## src/logic/filt_vlan_stat_pkg.sv

```systemverilog
// Package for the filter, VLAN protocol and serial link status register bank.
// Assumes one 32-bit word per register on a plain strobe port.
package filt_vlan_stat_pkg;

  localparam int ADDR_W = 12;
  localparam int DATA_W = 32;

  // Byte offsets of the registers in this bank
  localparam logic [11:0] OFF_UNICAST_ADDR_UPPER = 12'h024;
  localparam logic [11:0] OFF_VLAN_TAG_PROTO_WORD0 = 12'h028;
  localparam logic [11:0] OFF_VLAN_TAG_PROTO_WORD1 = 12'h02c;
  localparam logic [11:0] OFF_SERIAL_LINK_STATUS = 12'h030;
  // Lower unicast word, needed to form the full match address
  localparam logic [11:0] OFF_UNICAST_ADDR_LOWER = 12'h020;

  // Reset values
  localparam logic [15:0] RST_UNICAST_UPPER = 16'h0000;
  localparam logic [31:0] RST_UNICAST_LOWER = 32'h0000_0000;
  localparam logic [15:0] RST_TPID = 16'h0000;

  // Field positions of the serial link status word
  localparam int POS_REMOTE_FAULT = 13;
  localparam int POS_DUPLEX = 12;
  localparam int POS_SPEED_LO = 10;
  localparam int POS_FAULT_CODE_LO = 8;
  localparam int POS_PHY_LINK = 7;
  localparam int POS_UNKNOWN_CG = 6;
  localparam int POS_DISP_ERR = 5;

  // Speed encodings
  localparam logic [1:0] SPEED_1000 = 2'h2;
  localparam logic [1:0] SPEED_100 = 2'h1;
  localparam logic [1:0] SPEED_10 = 2'h0;

  // Physical interface kinds that make the status word live
  localparam int PHY_KIND_SGMII = 4;
  localparam int PHY_KIND_BASEX = 5;

  // Live status inputs from the serial PCS
  typedef struct packed {
    logic remote_fault_event;
    logic [1:0] remote_fault_code;
    logic full_duplex;
    logic [1:0] speed;
    logic external_phy_link_up;
    logic rx_unknown_code_group;
    logic rx_running_disparity_error;
  } pcs_status_t;

  // Received frame destination probe
  typedef struct packed {
    logic valid;
    logic is_unicast;
    logic [47:0] dest_addr;
  } rx_dest_t;

endpackage

```

## src/logic/filt_vlan_stat_regs.sv

```systemverilog
// Register bank: upper unicast match word, four VLAN tag protocol identifiers,
// serial link status, plus the unicast drop decision that uses the address.
// Assumes pcs_status arrives from logic on the same clock; mgmt_status_read
// pulses for one cycle when the management interface reads PHY status reg 1.
//
// Notes on behaviour
// Upper unicast word only affects frames when extended multicast filter is built.
// Software must put the address filter into promiscuous mode when using it.
// Drop received unicast frames whose destination differs from programmed address.
// Upper word: bits 15..0 read-write reset zero, bits 31..16 read zero.
// First wire byte of the address sits in the lowest register byte.
// Four 16-bit protocol identifiers serve both transmit and receive tag matching.
// Word 0 holds identifier 1 high, identifier 0 low, reset zero.
// Word 1 holds identifier 3 high, identifier 2 low, reset zero.
// Identifiers used only when a tag insert, strip or translate function is built.
// Status is live only for tri-mode MAC with SGMII or 1000BASE-X, else zero.
// Bit 13 flags a remote fault in 1000BASE-X; bits 9..8 give its kind.
// Remote fault flag holds until management reads PHY status 1; void in SGMII.
// Bit 12 shows negotiated duplex, one meaning full.
// Bits 11..10 give negotiated speed: 10 gigabit, 01 hundred, 00 ten.
// Bits 9..8 carry remote fault encoding, 1000BASE-X only.
// Bit 7 shows external PHY link in SGMII, stays low in 1000BASE-X.
// Bit 6 flags a code group missing from the 8B/10B tables.
// Bit 5 flags a running disparity error in 8B/10B decoding.
// Status bits 31..14 are read-only zero.
// Writes to reserved or read-only bits do nothing; they read zero.
//
// Local design decision: strobed register access.
`timescale 1ns/100ps
module filt_vlan_stat_regs
  import filt_vlan_stat_pkg::*;
#(
  parameter bit build_ext_multicast_filter = 1'b1,
  parameter bit build_tx_tag_insert = 1'b1,
  parameter bit build_rx_tag_insert = 1'b0,
  parameter bit build_tx_tag_strip = 1'b0,
  parameter bit build_rx_tag_strip = 1'b0,
  parameter bit build_tx_tag_translate = 1'b0,
  parameter bit build_rx_tag_translate = 1'b0,
  parameter bit build_tri_mode_mac = 1'b1,
  parameter int build_phy_interface_kind = 5
)
(
  input wire logic clock,
  input wire logic srst,
  input wire logic [ADDR_W-1:0] addr,
  input wire logic [DATA_W-1:0] wdata,
  input wire logic wr,
  input wire logic rd,
  output logic [DATA_W-1:0] rdata,
  input wire pcs_status_t pcs_status,
  input wire logic mgmt_status_read,
  input wire rx_dest_t rx_dest,
  output logic rx_drop,
  output logic [47:0] unicast_match_address,
  output logic [63:0] tag_proto_ids,
  output logic tag_proto_ids_valid
);

  // Build-time decisions
  localparam bit vlan_built = build_tx_tag_insert | build_rx_tag_insert |
    build_tx_tag_strip | build_rx_tag_strip | build_tx_tag_translate |
    build_rx_tag_translate;
  localparam bit status_live = build_tri_mode_mac &&
    (build_phy_interface_kind == PHY_KIND_SGMII ||
     build_phy_interface_kind == PHY_KIND_BASEX);
  localparam bit is_basex = (build_phy_interface_kind == PHY_KIND_BASEX);

  logic [31:0] unicast_lower_r;
  logic [15:0] unicast_upper_r;
  logic [15:0] vlan_tag_proto_word0_r;
  logic [15:0] vlan_tag_proto_word1_r;
  logic [15:0] tpid2_r;
  logic [15:0] tpid3_r;
  logic remote_fault_r;
  logic [31:0] status_r;
  logic [31:0] rdata_r;
  logic drop_r;
  logic [47:0] match_r;
  logic [63:0] tpids_r;
  logic ids_valid_r;

  // Write decode
  wire logic wr_lower = wr && addr == OFF_UNICAST_ADDR_LOWER;
  wire logic wr_upper = wr && addr == OFF_UNICAST_ADDR_UPPER;
  wire logic wr_tpw0 = wr && addr == OFF_VLAN_TAG_PROTO_WORD0;
  wire logic wr_tpw1 = wr && addr == OFF_VLAN_TAG_PROTO_WORD1;

  // Full 48-bit address: lowest register byte is the first wire byte
  wire logic [47:0] full_addr = {unicast_upper_r, unicast_lower_r};

  // Remote fault: a new event wins over the clearing read
  wire logic fault_event = status_live && is_basex && pcs_status.remote_fault_event;
  wire logic remote_fault_nxt = fault_event ? 1'b1 :
    (mgmt_status_read ? 1'b0 : remote_fault_r);

  // Assemble the status word from live inputs
  logic [31:0] status_nxt;
  always_comb
  begin
    status_nxt = 32'h0000_0000;
    if (status_live)
    begin
      status_nxt[POS_REMOTE_FAULT] = remote_fault_nxt;
      status_nxt[POS_DUPLEX] = pcs_status.full_duplex;
      status_nxt[POS_SPEED_LO +: 2] = pcs_status.speed;
      status_nxt[POS_FAULT_CODE_LO +: 2] = is_basex ?
        pcs_status.remote_fault_code : 2'h0;
      status_nxt[POS_PHY_LINK] = is_basex ? 1'b0 :
        pcs_status.external_phy_link_up;
      status_nxt[POS_UNKNOWN_CG] = pcs_status.rx_unknown_code_group;
      status_nxt[POS_DISP_ERR] = pcs_status.rx_running_disparity_error;
    end
  end

  // Read mux; unmapped addresses and reserved bits read zero
  wire logic [31:0] rd_mux =
    addr == OFF_UNICAST_ADDR_LOWER ? unicast_lower_r :
    addr == OFF_UNICAST_ADDR_UPPER ? {16'h0000, unicast_upper_r} :
    addr == OFF_VLAN_TAG_PROTO_WORD0 ? {vlan_tag_proto_word1_r, vlan_tag_proto_word0_r} :
    addr == OFF_VLAN_TAG_PROTO_WORD1 ? {tpid3_r, tpid2_r} :
    addr == OFF_SERIAL_LINK_STATUS ? status_r : 32'h0000_0000;

  // Unicast drop: only with the filter built; multicast passes to other logic
  wire logic drop_nxt = build_ext_multicast_filter && rx_dest.valid &&
    rx_dest.is_unicast && rx_dest.dest_addr != full_addr;

  // Address registers; upper half of upper word is never stored
  always_ff @(posedge clock)
  begin
    if (srst)
    begin
      unicast_lower_r <= RST_UNICAST_LOWER;
      unicast_upper_r <= RST_UNICAST_UPPER;
    end
    else
    begin
      if (wr_lower)
        unicast_lower_r <= wdata;
      if (wr_upper)
        unicast_upper_r <= wdata[15:0];
    end
  end

  // Protocol identifier registers
  always_ff @(posedge clock)
  begin
    if (srst)
    begin
      vlan_tag_proto_word0_r <= RST_TPID;
      vlan_tag_proto_word1_r <= RST_TPID;
      tpid2_r <= RST_TPID;
      tpid3_r <= RST_TPID;
    end
    else
    begin
      if (wr_tpw0)
      begin
        vlan_tag_proto_word0_r <= wdata[15:0];
        vlan_tag_proto_word1_r <= wdata[31:16];
      end
      if (wr_tpw1)
      begin
        tpid2_r <= wdata[15:0];
        tpid3_r <= wdata[31:16];
      end
    end
  end

  // Status and sticky fault; the status word is read-only to software
  always_ff @(posedge clock)
  begin
    if (srst)
    begin
      remote_fault_r <= 1'b0;
      status_r <= 32'h0000_0000;
    end
    else
    begin
      remote_fault_r <= remote_fault_nxt;
      status_r <= status_nxt;
    end
  end

  // Read data one cycle after the strobe, zero otherwise
  always_ff @(posedge clock)
  begin
    if (srst)
      rdata_r <= 32'h0000_0000;
    else
      rdata_r <= rd ? rd_mux : 32'h0000_0000;
  end

  // Registered datapath outputs; identifiers gated off when no VLAN function
  always_ff @(posedge clock)
  begin
    if (srst)
    begin
      drop_r <= 1'b0;
      match_r <= 48'h0000_0000_0000;
      tpids_r <= 64'h0000_0000_0000_0000;
    end
    else
    begin
      drop_r <= drop_nxt;
      match_r <= build_ext_multicast_filter ? full_addr : 48'h0000_0000_0000;
      tpids_r <= vlan_built ? {tpid3_r, tpid2_r, vlan_tag_proto_word1_r, vlan_tag_proto_word0_r} :
        64'h0000_0000_0000_0000;
    end
  end

  // Build flag for the identifier bus; registered so every output leaves a flop.
  // It reads zero during reset, so consumers must not trust the ids before release.
  always_ff @(posedge clock)
  begin
    if (srst)
      ids_valid_r <= 1'b0;
    else
      ids_valid_r <= vlan_built;
  end

  assign rdata = rdata_r;
  assign rx_drop = drop_r;
  assign unicast_match_address = match_r;
  assign tag_proto_ids = tpids_r;
  assign tag_proto_ids_valid = ids_valid_r;

  // Read of upper word shows zero in the reserved upper half one cycle later
  chk_upper_reserved: assert property (@(posedge clock) disable iff (srst)
    rd && addr == OFF_UNICAST_ADDR_UPPER |=> rdata[31:16] == 16'h0000)
    else $error("upper word reserved half not zero");

  chk_tpid_word0: assert property (@(posedge clock) disable iff (srst)
    wr_tpw0 |=> {vlan_tag_proto_word1_r, vlan_tag_proto_word0_r} == $past(wdata))
    else $error("tpid word 0 not stored");

  chk_tpid_word1: assert property (@(posedge clock) disable iff (srst)
    wr_tpw1 |=> {tpid3_r, tpid2_r} == $past(wdata))
    else $error("tpid word 1 not stored");

  chk_status_reserved: assert property (@(posedge clock) disable iff (srst)
    status_r[31:14] == 18'h0_0000 && status_r[4:0] == 5'h00)
    else $error("status reserved bits set");

  chk_fault_sticky: assert property (@(posedge clock) disable iff (srst)
    remote_fault_r && !mgmt_status_read |=> remote_fault_r)
    else $error("remote fault flag dropped early");

  chk_fault_set: assert property (@(posedge clock) disable iff (srst)
    fault_event |=> status_r[POS_REMOTE_FAULT] && remote_fault_r)
    else $error("remote fault not reported");

  chk_drop_mismatch: assert property (@(posedge clock) disable iff (srst)
    rx_dest.valid && rx_dest.is_unicast && build_ext_multicast_filter
    |=> rx_drop == ($past(rx_dest.dest_addr) != $past(full_addr)))
    else $error("unicast drop decision wrong");

  chk_speed_field: assert property (@(posedge clock) disable iff (srst)
    status_live |=> status_r[POS_SPEED_LO +: 2] == $past(pcs_status.speed))
    else $error("speed field not tracking");

  chk_phy_link: assert property (@(posedge clock) disable iff (srst)
    is_basex |=> !status_r[POS_PHY_LINK])
    else $error("phy link bit high in 1000BASE-X");

  chk_read_window: assert property (@(posedge clock) disable iff (srst)
    !rd |=> rdata == 32'h0000_0000)
    else $error("read data outside read cycle");

  // Low half of the upper word takes the written bits
  chk_upper_store: assert property (@(posedge clock) disable iff (srst)
    wr_upper |=> unicast_upper_r == $past(wdata[15:0]))
    else $error("upper word not stored");

  // Lower word is stored whole; it forms the first four wire bytes
  chk_lower_store: assert property (@(posedge clock) disable iff (srst)
    wr_lower |=> unicast_lower_r == $past(wdata))
    else $error("lower word not stored");

  // Read of the upper word returns the stored low half
  chk_read_upper: assert property (@(posedge clock) disable iff (srst)
    rd && addr == OFF_UNICAST_ADDR_UPPER |=> rdata[15:0] == $past(unicast_upper_r))
    else $error("upper word readback wrong");

  // Read of identifier word 1 keeps id3 high and id2 low
  chk_read_tpw1: assert property (@(posedge clock) disable iff (srst)
    rd && addr == OFF_VLAN_TAG_PROTO_WORD1 |=> rdata == $past({tpid3_r, tpid2_r}))
    else $error("tpid word 1 readback wrong");

  // Holes in the map read zero even with the strobe high
  chk_read_unmapped: assert property (@(posedge clock) disable iff (srst)
    rd && addr != OFF_UNICAST_ADDR_LOWER && addr != OFF_UNICAST_ADDR_UPPER &&
    addr != OFF_VLAN_TAG_PROTO_WORD0 && addr != OFF_VLAN_TAG_PROTO_WORD1 &&
    addr != OFF_SERIAL_LINK_STATUS |=> rdata == 32'h0000_0000)
    else $error("unmapped read not zero");

  // Match address follows the stored pair when the filter is built
  chk_match_order: assert property (@(posedge clock) disable iff (srst)
    build_ext_multicast_filter |=> unicast_match_address == $past(full_addr))
    else $error("match address order wrong");

  // Without the filter the address plays no part
  chk_match_unbuilt: assert property (@(posedge clock) disable iff (srst)
    !build_ext_multicast_filter |=> unicast_match_address == 48'h0000_0000_0000)
    else $error("match address live without filter");

  // Multicast and broadcast are left to other logic, never dropped here
  chk_no_drop_mcast: assert property (@(posedge clock) disable iff (srst)
    rx_dest.valid && !rx_dest.is_unicast |=> !rx_drop)
    else $error("non-unicast frame dropped");

  // Drop is a one-cycle answer to a probe, never spontaneous
  chk_drop_idle: assert property (@(posedge clock) disable iff (srst)
    !rx_dest.valid |=> !rx_drop)
    else $error("drop without probe");

  // Identifier bus keeps id3..id0 order for both paths
  chk_ids_order: assert property (@(posedge clock) disable iff (srst)
    vlan_built |=> tag_proto_ids == $past({tpid3_r, tpid2_r, vlan_tag_proto_word1_r, vlan_tag_proto_word0_r}))
    else $error("identifier bus order wrong");

  // With no VLAN function the identifiers stay quiet
  chk_ids_unbuilt: assert property (@(posedge clock) disable iff (srst)
    !vlan_built |=> tag_proto_ids == 64'h0000_0000_0000_0000)
    else $error("identifiers live without VLAN function");

  // Valid flag settles to the build choice one cycle after reset
  chk_ids_valid: assert property (@(posedge clock) disable iff (srst)
    1'b1 |=> tag_proto_ids_valid == vlan_built)
    else $error("identifier valid flag wrong");

  // Unsupported builds read all zeros
  chk_status_dead: assert property (@(posedge clock) disable iff (srst)
    !status_live |=> status_r == 32'h0000_0000)
    else $error("status live in unsupported build");

  // Duplex bit follows the PCS
  chk_duplex_bit: assert property (@(posedge clock) disable iff (srst)
    status_live |=> status_r[POS_DUPLEX] == $past(pcs_status.full_duplex))
    else $error("duplex bit not tracking");

  // Fault code follows the PCS in 1000BASE-X
  chk_fault_code: assert property (@(posedge clock) disable iff (srst)
    status_live && is_basex
    |=> status_r[POS_FAULT_CODE_LO +: 2] == $past(pcs_status.remote_fault_code))
    else $error("fault code not tracking");

  // Fault flag means nothing in SGMII, so it is held low there
  chk_sgmii_fault: assert property (@(posedge clock) disable iff (srst)
    !is_basex |=> !status_r[POS_REMOTE_FAULT])
    else $error("fault flag set outside 1000BASE-X");

  // Link bit follows the external PHY in SGMII
  chk_link_sgmii: assert property (@(posedge clock) disable iff (srst)
    status_live && !is_basex
    |=> status_r[POS_PHY_LINK] == $past(pcs_status.external_phy_link_up))
    else $error("phy link bit not tracking");

  // Code group error bit follows the decoder
  chk_unknown_cg: assert property (@(posedge clock) disable iff (srst)
    status_live |=> status_r[POS_UNKNOWN_CG] == $past(pcs_status.rx_unknown_code_group))
    else $error("unknown code group bit not tracking");

  // Disparity error bit follows the decoder
  chk_disp_err: assert property (@(posedge clock) disable iff (srst)
    status_live
    |=> status_r[POS_DISP_ERR] == $past(pcs_status.rx_running_disparity_error))
    else $error("disparity error bit not tracking");

  // Management read clears the flag when no new fault lands in the same cycle
  chk_fault_clear: assert property (@(posedge clock) disable iff (srst)
    remote_fault_r && mgmt_status_read && !fault_event |=> !remote_fault_r)
    else $error("remote fault flag not cleared");

endmodule

```

## config.mk

```make
export PLATFORM = sky130hd
export DESIGN_NAME = filt_vlan_stat_regs
export DESIGN_NICKNAME = d
export VERILOG_FILES = /design/src/logic/filt_vlan_stat_pkg.sv /design/src/logic/filt_vlan_stat_regs.sv
export SDC_FILE = /design/constraint.sdc
export NUM_CORES = 1
export LEC_CHECK = 0
export BUFFER_PORTS_ARGS = -buffer_cell sky130_fd_sc_hd__clkbuf_2
export CAP_MARGIN = 0
export CORE_MARGIN = 10
export CORE_UTILIZATION = 52
export DETAILED_ROUTE_END_ITERATION = 10
export GPL_TIMING_DRIVEN = 0
export PLACE_DENSITY = 0.8
export SKIP_LAST_GASP = 1
export SLEW_MARGIN = 20
export SYNTH_ARGS = -nofsm -noshare
export SYNTH_HDL_FRONTEND = slang
export SYNTH_SLANG_ARGS = --single-unit
```

## constraint.sdc

```tcl
create_clock -name clock -period 2.11 [get_ports clock]
set_clock_uncertainty 0.1 [all_clocks]
set_input_delay 0.3165 -clock clock [delete_from_list [all_inputs] [get_ports clock]]
set_output_delay 0.3165 -clock clock [all_outputs]
set_load 0.1 [all_outputs]
```

==> results_dict.tcl <==
set metrics [dict create \
    wirelength_mm 30.9 \
    crit_required_ns 2.37 \
    cpMostUsedCell "nor3_1" \
    start_util 0.528 \
    synth_cell_types 30 \
    synth-edff-count 0 \
    tightest_slew_ns 0.918 \
    hp-start "wdata[19]" \
    ir_worst_vdd_uv 620 \
    yosysTopAreaCell "dfxtp_1" \
    cts.clk_slew.worst_paths_ns 0.06 \
    postRouteAntennaNets 0 \
    yosys_warnings 0 \
    finalSetupViolations 0 \
    final_layout_size_suffix_gt1_frac 0.270 \
    path_cells "xor2_1 > nor4_1 > nand4_1 > nor3_1 > nor3_1" \
    fp-row-count 48 \
    drtIter0Drc 606 \
    seq_area_frac_synth 0.586 \
    cts-root-buf "clkbuf_16" \
    synthCells 906 \
    clock_latency_ns 0.52 \
    endpoint_kind "flip-flop" \
    r2r_slack_ns 0.22 \
    avgRoutedWirePerCell_um 21.3 \
    ys.flop_type "dfxtp_1" \
    max_stage_delay_ns 0.60 \
    vias 7843 \
    ys_seq_elements 266 \
    final_hold_viol_count 0 \
    async_flop_share 0 \
    hold_end "unicast_lower_r[19]$_SDFFE_PP0P_" \
    fin_crit_sh 0.897 \
    critPathArrivalTime_ns 2.15 \
    cpMaxStageDelayCell "nor4_1" \
    grt_max_degree 15 \
    r2r-end "rx_drop$_SDFF_PP0_" \
    fmax_mhz 529 \
    cts_setup_buffers 0 \
    cts_buffers 25 \
    cts.sinks 266 \
    max-slew-margin-rel 0.388 \
    final_nets 1312 \
    criticalPathCategory "reg2reg" \
    grt_overflow_total 0 \
    r2r_start "unicast_upper_r[4]$_SDFFE_PP0P_" \
    reg2reg_depth 5 \
    syn_nets 1014 \
    critical_path.max_fanout 3 \
    dieArea_um2 23200 \
    grt_pass1_wl_mm 46.6 \
    clockBufferDepth 3 \
    p_leak_nw 5.12 \
    core_area_um2 17200 \
    io_pins 254 \
    vias_per_cell 5.42 \
    cts_resized 0 \
    cts_tree "done" \
    cts_max_level 1 \
    powerDensity_nw_per_um2 851 \
    die_w_um 152 \
    yosys-top-cells-count "266 x dfxtp_1, 154 x nand2_1, 128 x o21ai_0" \
    status "finished clean" \
    portBuffers 250 \
    gp_congestion 0.928 \
    dp_hpwl_mm 22.6 \
    min_path_cells 3 \
    yosysMostFrequentCell "dfxtp_1" \
    drt_first_pass_iters 5 \
    tns_ns 0 \
    netlist_area_um2 9090 \
    hp-class "in2reg" \
    period_needed_ns 1.89 \
    start_kind "flip-flop" \
    grt_usage 0.253 \
    grt_setup_unrepaired "no" \
    drv_cap 0 \
    p_total_w 0.00991 \
    drv_slew 0 \
    antenna_found_initial 2 \
    yosys-top-cells-area "dfxtp_1 59%, nor2b_1 8.3%, o21ai_0 7.0%" \
    area_growth_syn_to_layout_pct 28.1 \
    synth_top_area_frac 0.586 \
    grt_pass1_vias 7987 \
    syn_avg_cell_area_um2 10.0 \
    drc 0 \
    dieHeight_um 152 \
]
-- area by class of cell --
class	instances	area, um^2
fillers	1345	5590
diodes	2	5.00
multi-input cells	581	3510
clock buffers	37	721
repair buffers	271	1460
well taps	225	282
flip-flops and latches	266	5330
inverters	3	11.3
plain buffers	56	241
clock inverters	6	86.3
-- how the worst max path moves through the flow --
| stage | startpoint | slack, ns | end |
|---|---|---|---|
| after floorplan | addr[7] | 0.37 | rdata[14]$_SDFF_PP0_ |
| after global placement | addr[7] | -0.13 | vlan_tag_proto_word0_r[14]$_SDFFE_PP0P_ |
| after detailed placement | addr[7] | -0.17 | vlan_tag_proto_word1_r[9]$_SDFFE_PP0P_ |
| after CTS | unicast_upper_r[4]$_SDFFE_PP0P_ | 0.26 | rx_drop$_SDFF_PP0_ |
| after global routing | addr[7] | 0.09 | vlan_tag_proto_word1_r[7]$_SDFFE_PP0P_ |
| final | unicast_upper_r[4]$_SDFFE_PP0P_ | 0.22 | rx_drop$_SDFF_PP0_ |
-- cells in the final DEF, fill, tap and decap left out, types with 3 or more instances in the layout --
cell           netlist  routed
dlygate4sd3_1        0      21
nor2b_1            121     121
nand2_1            154     154
nand4_1              5       5
mux2_2              16      16
nor2_1              20      20
clkbuf_2             0     250
buf_2                4       4
dfxtp_1            266     266
a221o_1              8       8
clkbuf_16            0      25
a22oi_1             16      16
nand4_2              3       3
mux2i_1             24      24
clkbuf_1            45      52
clkbuf_8             0       5
o31ai_2              6       6
buf_4                3       3
nor4_1              13      13
o21ai_0            128     128
a221oi_2             8       8
xor2_1              48      48
-- layer usage --
metal | global-route usage | wire length, um
met2 | 0.411 | 14500
met3 | 0.0522 | 2870
met4 | 0.109 | 1150
met1 | 0.317 | 12300
met5 | 0 | 0
-- flip-flops by register name, summed over array words and instances (netlist names), 16 cells and up --
name,count
rdata,32
tag_proto_ids,64
tpid2_r,16
tpid3_r,16
unicast_lower_r,32
unicast_match_address,48
unicast_upper_r,16
vlan_tag_proto_word0_r,16
vlan_tag_proto_word1_r,16
-- power breakdown --
group / switching, W / leakage, nW / internal (W)
clock: 0.00184 / 0.393 / 0.00260
sequential: 0.00000305 / 2.14 / 0.00503
combinational: 0.000276 / 2.58 / 0.000159
total: 0.00212 / 5.12 / 0.00779
-- per-stage QoR --
stage / setup slack, ns / hold slack (ns) / util / cells / area [um^2]
5_1_grt: 0.0851 / 0.0186 / 0.676 / 1447 / 11600
3_3_place_gp: -0.134 / 0.366 / 0.616 / 1381 / 10600
4_1_cts: 0.259 / 0.00158 / 0.675 / 1445 / 11600
3_5_place_dp: -0.168 / 0.371 / 0.616 / 1381 / 10600
6_report: 0.218 / 0.000614 / 0.676 / 1447 / 11600
2_1_floorplan: 0.367 / 0.334 / - / 906 / 9090
-- what timing repair did --
action / in CTS / in global routing
hold buffers: 21 / 0
hold endpoints to repair: 35 / 0
setup endpoints to repair: 0 / 0
-- logic make-up (layout without fill, tap and decap cells) --
group | count (synthesis) | count (layout) | share of synthesized area
compound gates | 169 | 169 | 0.116
xor+xnor | 48 | 48 | 0.0462
buf+inv | 59 | 373 | 0.0278
flops | 266 | 266 | 0.586
mux | 40 | 40 | 0.0462
other cells | 0 | 2 | 0
simple gates | 324 | 324 | 0.178
-- critical path: cells and delay by family, from the launching register on --
kind	cells	cell delay [ns]
DFF	1	0.34
xor gates and xnor gates	1	0.17
and+or+nand+nor	4	1.12
Note: power is estimated with default switching activity, not from simulation.
